File: src/rtl/rdarb_pkg.sv
// rdarb_pkg: constants and carriers for the refresh arbiter host controller
package rdarb_pkg;

  localparam int CLK_MHZ           = 250;
  localparam int ADDR_W            = 6;
  localparam int CNT_W             = 16;
  localparam int BURST_ROWS        = 64;
  localparam int REFRESH_PERIOD_MS = 2;
  localparam int REFRESH_PERIOD_CYC = REFRESH_PERIOD_MS * CLK_MHZ * 1000;
  localparam int LAUNCH_DELAY_NS   = 20;
  localparam int MEM_CYCLE_NS      = 400;
  localparam int BUSY_SETUP_NS     = 120;

  // least times round up to whole cycles
  localparam int LAUNCH_CYC = (LAUNCH_DELAY_NS * CLK_MHZ + 999) / 1000;
  localparam int MEM_CYC    = (MEM_CYCLE_NS * CLK_MHZ + 999) / 1000;
  localparam int SETUP_CYC  = (BUSY_SETUP_NS * CLK_MHZ + 999) / 1000;
  localparam int HOLD_CYC   = (MEM_CYC > SETUP_CYC) ? MEM_CYC : SETUP_CYC;

  localparam logic [CNT_W-1:0] LAUNCH_CNT = CNT_W'(LAUNCH_CYC - 1);
  localparam logic [CNT_W-1:0] HOLD_CNT   = CNT_W'(HOLD_CYC - 1);
  localparam logic [6:0]       ROWS_CNT   = 7'(BURST_ROWS);
  localparam int               DEV_W      = 4 + ADDR_W;

  // pins driven by the refresh controller, idle high
  typedef struct packed {
    logic              start_n;
    logic              ack_n;
    logic              refresh_active_n_n;
    logic              timer_n;
    logic [ADDR_W-1:0] row_n;
  } rdarb_dev_t;

  localparam rdarb_dev_t DEV_IDLE = '{start_n: 1'b1, ack_n: 1'b1, refresh_active_n_n: 1'b1,
                                      timer_n: 1'b1, row_n: {ADDR_W{1'b1}}};

  typedef enum logic [1:0] {
    BUSY_IDLE,
    BUSY_LAUNCH,
    BUSY_HOLD,
    BUSY_RELEASE
  } rdarb_busy_t;

endpackage : rdarb_pkg

File: src/rtl/rdarb_sync.sv
// rdarb_sync: two-flop synchroniser, one stage pair per bit
module rdarb_sync #(
  parameter int         W       = 1,
  parameter logic [W-1:0] RST_VAL = '0
) (
  input  wire logic         clk_sys_in,  // system clock
  input  wire logic         rst_n_in,    // async reset, active low
  input  wire logic         clk_en_in,   // freezes state while low
  input  wire logic [W-1:0] d_in,        // asynchronous input
  output logic      [W-1:0] q_out        // synchronised output
);

  logic [W-1:0] meta_reg;
  logic [W-1:0] sync_reg;

  for (genvar i = 0; i < W; i++) begin : g_bit
    always_ff @(posedge clk_sys_in or negedge rst_n_in) begin
      if (!rst_n_in) begin
        meta_reg[i] <= RST_VAL[i];
        sync_reg[i] <= RST_VAL[i];
      end else if (clk_en_in) begin
        meta_reg[i] <= d_in[i];
        sync_reg[i] <= meta_reg[i];
      end
    end
  end

  assign q_out = sync_reg;

endmodule : rdarb_sync

File: src/rtl/rdarb_host.sv
// rdarb_host: requester, busy latch and refresh pacing around the refresh arbiter
module rdarb_host
  import rdarb_pkg::*;
#(
  parameter int REFRESH_CYC = REFRESH_PERIOD_CYC,
  parameter int ROWS        = BURST_ROWS
) (
  input  wire logic              clk_sys_in,             // 250 MHz system clock
  input  wire logic              rst_n_in,               // async reset, active low
  input  wire logic              clk_en_in,              // freezes state while low
  input  wire logic              sys_req_in,             // request a system cycle
  input  wire logic [ADDR_W-1:0] sys_addr_in,            // low-order address of request
  input  wire logic              burst_mode_in,          // 1 burst, 0 distributed
  output logic                   sys_ready_out,          // request can be taken
  output logic                   sys_done_out,           // system cycle finished
  output logic                   refresh_done_out,       // refresh cycle finished
  output logic                   mem_launch_out,         // launch array timing
  output logic                   grant_refresh_out,      // current cycle is refresh
  output logic [ADDR_W-1:0]      row_addr_out,           // row seen on address pins
  output logic                   cycle_request_n_out,    // cycle request pin
  output logic                   refresh_request_n_out,  // refresh request pin
  output logic                   busy_n_out,             // busy latch pin
  output logic [ADDR_W-1:0]      sys_addr_pin_out,       // address pins to device
  input  wire logic              start_cycle_out_n_in,   // start-cycle from device
  input  wire logic              ack_n_in,               // acknowledge from device
  input  wire logic              refresh_active_n_in,    // refresh-on from device
  input  wire logic              refresh_timer_n_in,     // timer latch from device
  input  wire logic [ADDR_W-1:0] mem_row_addr_out_n_in   // inverted addresses
);

  localparam int PER_W = $clog2(REFRESH_CYC + 1);
  localparam int LAUNCH_A = LAUNCH_CYC;
  localparam logic [PER_W-1:0] PER_LAST = PER_W'(REFRESH_CYC - 1);

  rdarb_dev_t  dev_raw;
  rdarb_dev_t  dev;
  rdarb_busy_t busy_state_reg;
  logic [CNT_W-1:0] cnt_reg;
  logic [PER_W-1:0] period_reg;
  logic [6:0]       burst_left_reg;
  logic             cyc_req_reg;
  logic             ref_req_reg;
  logic             grant_sys_reg;
  logic             grant_ref_reg;

  assign dev_raw = '{start_n: start_cycle_out_n_in, ack_n: ack_n_in,
                     refresh_active_n_n: refresh_active_n_in, timer_n: refresh_timer_n_in,
                     row_n: mem_row_addr_out_n_in};

  rdarb_sync #(
    .W       (DEV_W),
    .RST_VAL (DEV_IDLE)
  ) u_sync (
    .clk_sys_in (clk_sys_in),
    .rst_n_in   (rst_n_in),
    .clk_en_in  (clk_en_in),
    .d_in       (dev_raw),
    .q_out      (dev)
  );

  ////////////////////////////////////////////////////////////////////////////////
  // busy latch and memory timing

  always_ff @(posedge clk_sys_in or negedge rst_n_in) begin
    if (!rst_n_in) begin
      busy_state_reg <= BUSY_IDLE;
      cnt_reg        <= '0;
      busy_n_out     <= 1'b1;
      mem_launch_out <= 1'b0;
    end else if (clk_en_in) begin
      mem_launch_out <= 1'b0;
      unique case (busy_state_reg)
        BUSY_IDLE: begin
          if (!dev.start_n) begin
            busy_n_out     <= 1'b0;
            cnt_reg        <= LAUNCH_CNT;
            busy_state_reg <= BUSY_LAUNCH;
          end
        end
        BUSY_LAUNCH: begin
          if (cnt_reg == '0) begin
            mem_launch_out <= 1'b1;
            cnt_reg        <= HOLD_CNT;
            busy_state_reg <= BUSY_HOLD;
          end else begin
            cnt_reg <= cnt_reg - CNT_W'(1);
          end
        end
        BUSY_HOLD: begin
          if (cnt_reg == '0) begin
            busy_state_reg <= BUSY_RELEASE;
          end else begin
            cnt_reg <= cnt_reg - CNT_W'(1);
          end
        end
        BUSY_RELEASE: begin
          // no release while our request still stands granted
          if (!(cyc_req_reg && grant_sys_reg) && !(ref_req_reg && grant_ref_reg)) begin
            busy_n_out     <= 1'b1;
            busy_state_reg <= BUSY_IDLE;
          end
        end
      endcase
    end
  end

  ////////////////////////////////////////////////////////////////////////////////
  // grant capture and completion

  always_ff @(posedge clk_sys_in or negedge rst_n_in) begin
    if (!rst_n_in) begin
      grant_sys_reg    <= 1'b0;
      grant_ref_reg    <= 1'b0;
      row_addr_out     <= '0;
      sys_done_out     <= 1'b0;
      refresh_done_out <= 1'b0;
    end else if (clk_en_in) begin
      sys_done_out     <= 1'b0;
      refresh_done_out <= 1'b0;
      if (busy_state_reg == BUSY_HOLD) begin
        if (!dev.refresh_active_n_n) begin
          grant_ref_reg <= 1'b1;
        end else if (!dev.ack_n) begin
          grant_sys_reg <= 1'b1;
        end
        row_addr_out <= ~dev.row_n;
      end else if (busy_state_reg == BUSY_RELEASE && busy_n_out == 1'b0
                   && !(cyc_req_reg && grant_sys_reg)
                   && !(ref_req_reg && grant_ref_reg)) begin
        sys_done_out     <= grant_sys_reg;
        refresh_done_out <= grant_ref_reg;
        grant_sys_reg    <= 1'b0;
        grant_ref_reg    <= 1'b0;
      end
    end
  end

  assign grant_refresh_out = grant_ref_reg;

  ////////////////////////////////////////////////////////////////////////////////
  // system cycle requester

  // no new request while busy: the address pins must hold for the running cycle
  assign sys_ready_out = !cyc_req_reg && busy_n_out;

  always_ff @(posedge clk_sys_in or negedge rst_n_in) begin
    if (!rst_n_in) begin
      cyc_req_reg      <= 1'b0;
      sys_addr_pin_out <= '0;
    end else if (clk_en_in) begin
      if (sys_ready_out && sys_req_in) begin
        cyc_req_reg      <= 1'b1;
        sys_addr_pin_out <= sys_addr_in;
      // release once busy low and accepted
      end else if (cyc_req_reg && !busy_n_out && !dev.ack_n) begin
        cyc_req_reg <= 1'b0;
      end
    end
  end

  assign cycle_request_n_out = !cyc_req_reg;

  ////////////////////////////////////////////////////////////////////////////////
  // refresh pacing

  always_ff @(posedge clk_sys_in or negedge rst_n_in) begin
    if (!rst_n_in) begin
      period_reg     <= '0;
      burst_left_reg <= '0;
    end else if (clk_en_in) begin
      if (!burst_mode_in) begin
        period_reg     <= '0;
        burst_left_reg <= '0;
      end else if (period_reg == PER_LAST) begin
        period_reg     <= '0;
        burst_left_reg <= 7'(ROWS);
      end else begin
        period_reg <= period_reg + PER_W'(1);
        if (ref_req_reg && !busy_n_out && !dev.refresh_active_n_n) begin
          burst_left_reg <= burst_left_reg - 7'(1);
        end
      end
    end
  end

  always_ff @(posedge clk_sys_in or negedge rst_n_in) begin
    if (!rst_n_in) begin
      ref_req_reg <= 1'b0;
    end else if (clk_en_in) begin
      if (!burst_mode_in) begin
        ref_req_reg <= !dev.timer_n;
      end else if (ref_req_reg && !busy_n_out && !dev.refresh_active_n_n) begin
        ref_req_reg <= 1'b0;
      end else if (!ref_req_reg && busy_n_out && burst_left_reg != '0) begin
        ref_req_reg <= 1'b1;
      end
    end
  end

  assign refresh_request_n_out = !ref_req_reg;
endmodule : rdarb_host

File: config.mk
export PLATFORM = sky130hd
export DESIGN_NAME = rdarb_host
export DESIGN_NICKNAME = d
export VERILOG_FILES = /design/src/rtl/rdarb_pkg.sv /design/src/rtl/rdarb_sync.sv /design/src/rtl/rdarb_host.sv
export SDC_FILE = /design/constraint.sdc
export NUM_CORES = 1
export LEC_CHECK = 0
export BUFFER_PORTS_ARGS = -buffer_cell sky130_fd_sc_hd__buf_4
export CORE_MARGIN = 10
export CORE_UTILIZATION = 55
export CTS_BUF_LIST = sky130_fd_sc_hd__clkbuf_4
export DETAILED_ROUTE_END_ITERATION = 7
export PLACE_DENSITY = 0.74
export SLEW_MARGIN = 5
export SYNTH_ARGS = -nofsm -noshare
export SYNTH_HDL_FRONTEND = slang
export SYNTH_SLANG_ARGS = --single-unit
File: constraint.sdc
create_clock -name clk_sys_in -period 3.9 [get_ports clk_sys_in]
set_clock_uncertainty 0.2 [all_clocks]
set_input_delay 0.78 -clock clk_sys_in [delete_from_list [all_inputs] [get_ports clk_sys_in]]
set_output_delay 0.78 -clock clk_sys_in [all_outputs]
set_load 0.01 [all_outputs]
Word level (Yosys, flattened, before mapping):

Cells that the tools add are included.

* add/sub/neg operators: 3
* equal/unequal tests: 14
* muxes and demuxes: 34
* bitwise gates (word level): 2
* reduce and logical (&&, ||, !) cells: 39

Operators by type and width (count)
* $mux W16: 3
* $pmux W16 S3: 1
* $mux W19: 2
* $mux W7: 3
* $add A19 B1 Y19 const B: 1
* $eq A19 B19 Y1 const B: 1
* $mux W1: 19
* $logic_not A16 Y1: 1
* $sub A16 B1 Y16 const B: 1
* $logic_and A1 B1 Y1: 14
* $ne A2 B2 Y1 const B: 7
* $reduce_and A4 Y1: 3
* $reduce_and A2 Y1: 5
* $logic_not A1 Y1: 8
* $mux W2: 4
* $pmux W2 S4: 1
* $reduce_bool A7 Y1: 1
* $sub A7 B1 Y7 const B: 1
* $ne A3 B1 Y1 const B: 2
* $not A6 Y6: 1
* $reduce_bool A2 Y1: 3
* $reduce_and A5 Y1: 1
* $eq A2 B2 Y1 const B: 2
* $reduce_and A3 Y1: 1
* other kinds (6): 6

* register bits: 84
* output and inout bits: 20
* logic and storage cells: 126

Longest topological paths before layout:

* word-level depth: 6
* gate-level depth with buffers: 8
* depth with buffers taken out: 7

Modules after synthesis:

A second synthesis with hierarchy kept.

* cells, all modules: 407
* area, all modules: 4249.1 um^2

Modules (own cells, without submodules)
* rdarb_host: instances 1, cells each 365, area each 3400.8 um^2, sequential area each 1602.8 um^2
* rdarb_sync: instances 1, cells each 42, area each 848.3 um^2, sequential area each 525.5 um^2

Worst setup path before layout:

No wires, ideal clock.

* path kind: input port to flip-flop
* start point: in clk_en_in
* end point: reg cnt_reg[10]
* data arrival time: 2094 ps
* data required time: 3590 ps
* slack: 1496 ps
* stages on the path: 5
* cells stage by stage: buf_2 -> a21boi_0 -> nand2b_1 -> or3_2 -> o41ai_1

* longest elaborated chain between the ends: 1

RTL lines
* start, declared: line rdarb_host.sv:10 `input wire logic clk_en_in,`
* $reduce_and A4 Y1 (no line)
* end signal, assigned: line rdarb_host.sv:86 `cnt_reg <= cnt_reg - CNT_W'(1);`
* end signal, assigned: line rdarb_host.sv:93 `cnt_reg <= cnt_reg - CNT_W'(1);`
* end, declared: line rdarb_host.sv:38 `logic [CNT_W-1:0] cnt_reg;`

Every way passes these cells.
A chain may end at the register's enable or synchronous reset.

Final worst setup path:

* start point: reg cnt_reg[1]
* end point: reg cnt_reg[1]

* longest elaborated chain between the ends: 3
* elaborated cells on any way between the ends: 7
* those cells by class: 1 x add/sub; 1 x eq/ne; 3 x mux; 2 x reduce/logical

RTL lines
* $sub A16 B1 Y16 or $logic_not A16 Y1 (tied branches)
* $mux W16, or another cell as far along: line rdarb_host.sv:90 `if (cnt_reg == '0) begin`
* $pmux W16 S3 or $reduce_and A4 Y1 (tied branches)

Several ways; a longest one is shown, not always the timed one. The select of a mux whose other input is x is not followed.

==> results.tsv <==
stage	metric	value	unit
outcome	status	finished, final reports clean	
global_route	global-route wire length before repair	14800	um
global_route	total track usage	15.8	%
die	num rows	31	
pwr	Clock power frac	14.9	%
global_route	grt total ovfl	0	
synthesis	syn nets	439	
timing	setup-violating endpoint count in the final report	0	
cts	CTS Buf Count	9	
detailed_routing	vias per cell	5.71	
pwr	LEAKAGE	2.07	nW
detailed_routing	Final ANT Viol Nets	0	
pwr	Pwr Total	0.00301	W
cts	TritonCTS clock tree	done	
synthesis	ys flop type	dfrtp_1	
cts	Hold-fix buffers, CTS	0	
cts	clock sink count	84	
global_route	vias in the first global route	3156	
die	Die W	107	um
detailed_routing	# DRC	0	
synthesis	sequential area share after synthesis	51.3	%
detailed_routing	WL final	8650	um
setup_path	flop2flop setup slack	1.11	ns
pwr	combinational cell fraction of total power	41.8	%
global_route	initial antenna violation count	0	
synthesis	ys async rst share	100	%
min_path	Hold Crit Class	primary input to async pin	
timing	fin crit share	71.6	%
setup_path	Worst EP required	4.03	ns
synthesis	syn avg cell area	10.2	um2
timing	Setup WS post-layout	1.11	ns
setup_path	Setup CP Type	register to register	
setup_path	Worst setup EP type	register	
pwr	Pwr per Cell Area	648	nW/um2
detailed_routing	DR vias	3142	
cells_and_area	number of diodes	0	
cts	Max Buffers Root-to-Sink	2	
cts	Reg clk slew, reported paths	0.15	ns
place	port bufs	40	
timing	RSZ-0062 raised after global routing	no	
synthesis	largest family of logic cells by synthesized area	simple AND/OR/NAND/NOR gates	
cells_and_area	Layout fillers	644	
detailed_routing	1st-iter DRT viols	155	
timing	Slew @ Worst Pin	1.02	ns
synthesis	synth unique cells	58	
global_route	largest net degree at the start of global routing	85	
synthesis	number of synthesized flops with an enable pin	0	
cts	post-cts resize count	0	
synthesis	Simple-Gate Fraction of Synth Area	19.1	%
cells_and_area	share of cells above drive strength 1	26.6	%
die	Die ar.	11400	um2
setup_path	kind of start point of the critical path	register	
synthesis	synthesized area	4150	um2
synthesis	register bit total from synthesis	84	
timing	Total Neg Setup Slack	0	ns
die	core area	7290	um2
job	max-capacitance violation count	0	
cts	# H-tree levels	3	
die	I/O pin count	41	
cells_and_area	Area Overhead vs Synth	11.8	%
synthesis	post-synthesis adder-cell area fraction	3.01	%
pwr	Sw Pwr	0.00122	W
pwr	Worst VDD drop	365	uV
place	Detail Placement HPWL	6160	um
cts	Skew-Pair Late Insertion Delay	0.43	ns
place	pre-CTS setup slack	0.999	ns
pwr	part of the power in registers	43.3	%
cts	root buffer cell	clkbuf_4	
synthesis	XOR/XNOR Fraction of Synth Area	2.32	%
pwr	Sw Ratio	40.4	%
cts	postcts setup bufs	0	
cells_and_area	nets	477	
detailed_routing	1st-pass router iterations	4	
synthesis	mux contribution to synthesized area	8.14	%
synthesis	Ys Warns	0	
place	RePlAce Congestion	0.900	
timing	endpoints failing hold	0	
pwr	Int Power	0.00179	W
timing	slew margin rel.	31.7	%
timing	Slew Viols, Final	0	
setup_path	crit-path max FO	14	
timing	Max Clock Freq	358	MHz
timing	Tmin final	2.79	ns
synthesis	Synth Instances	408	
synthesis	Compound-Gate Fraction of Synth Area	12.5	%
setup_path	Worst EP arrival	2.92	ns
die	Initial Utilization	56.9	%
die	chip height	107	um
detailed_routing	drt wl/cell	15.7	um
cells_and_area	Largest register FFs	19	
[layout make-up]
type,instances,area (um2),share of cell area [%]
timing repair buffer,42,315,6.79
tap,99,124,2.67
clock inverter,7,51.3,1.10
inverter,22,82.6,1.78
sequential,84,2130,45.8
multi-input combinational,287,1870,40.4
clock buffer,9,67.6,1.46
[power groups by stage]
stage                     Combinational (W)  Clock [W]  Sequential [W]
final                               0.00126   0.000450         0.00130
after global routing                0.00140   0.000509         0.00134
after CTS                           0.00127   0.000470         0.00130
after detailed placement            0.00126          0         0.00132
after global placement              0.00122          0         0.00130
after floorplan                    0.000872          0         0.00130
[per-stage QoR]
stage	area, um2	instances	hold slack [ns]	util [%]
global placement	4520	534	0.263	62.0
CTS	4640	550	0.302	63.7
finish	4640	550	0.297	63.7
global route	4640	550	0.305	63.7
detailed placement	4520	534	0.273	62.0
floorplan	4150	408	0.246	-
[cell usage in the layout, fill, tap and decap left out, types with 3 or more instances in the layout]
cell,netlist,layout
or3_1,3,3
mux2i_1,3,3
nor2_1,36,36
nor2b_1,4,4
mux2_2,26,26
clkinv_4,0,3
a21o_1,6,6
dfstp_2,21,21
ha_1,10,10
o21ai_1,5,5
nor3b_1,5,5
o31ai_1,3,3
dfrtp_1,63,63
nor4_1,11,11
nand3_1,12,12
inv_1,22,22
nand2b_1,4,4
nand2_1,34,34
xnor2_1,4,4
clkbuf_4,0,9
o22ai_1,4,4
nand4_1,9,9
a21oi_1,11,11
and3_1,3,3
or2_2,4,4
buf_4,0,42
o21ai_0,32,32
nor3_1,14,14
xor2_1,7,7
a31oi_1,6,6
[cells in the mapped netlist (7+ instances only)]
library cell  count  area [um2]
a21oi_1          11        55.1
clkbuf_1         10        37.5
dfrtp_1          63        1580
dfstp_2          21         552
ha_1             10         125
inv_1            22        82.6
mux2_2           26         293
nand2_1          34         128
nand3_1          12        60.1
nand4_1           9        56.3
nor2_1           36         135
nor3_1           14        70.1
nor4_1           11        68.8
o21ai_0          32         160
xor2_1            7        61.3
[logic make-up after synthesis]
kind of cell | count (synthesis)
mux | 30
simple gates | 152
flops | 84
fa+ha+maj | 10
compound gates | 84
buf+inv | 37
xor+xnor | 11
[routing by layer]
| metal | global-route usage [%] | up-vias | routed length, um | share of wire [%] |
|---|---|---|---|---|
| met5 | 0 | - | 0 | 0 |
| met4 | 5.71 | 0 | 106 | 1.2 |
| met3 | 5.57 | 13 | 493 | 5.7 |
| met2 | 25.1 | 68 | 4130 | 48 |
| met1 | 19.4 | 1535 | 3920 | 45 |
| li1 | - | 1526 | - | - |
[critical path: stages (launching register included)]
cell	delay, ns
dfrtp_1	0.43
inv_1	0.10
ha_1	0.15
or4b_1	0.49
nor4_4	0.73
a21o_2	0.35
or2_2	0.16
o22ai_1	0.07
[path summary, 6_finish.rpt]
kind	from	to	cells past startpoint
max in group asynchronous	rst_n_in	mem_launch_out	1
min reg2reg	u_sync.meta_reg[9]	u_sync.q_out[9]	2
min in group clk_sys_in	u_sync.meta_reg[9]	u_sync.q_out[9]	2
max reg2reg	cnt_reg[1]	cnt_reg[1]	7
min	rst_n_in	cnt_reg[6]	1
max	cnt_reg[1]	cnt_reg[1]	7
No activity file was read; power rests on OpenSTA's default activity.
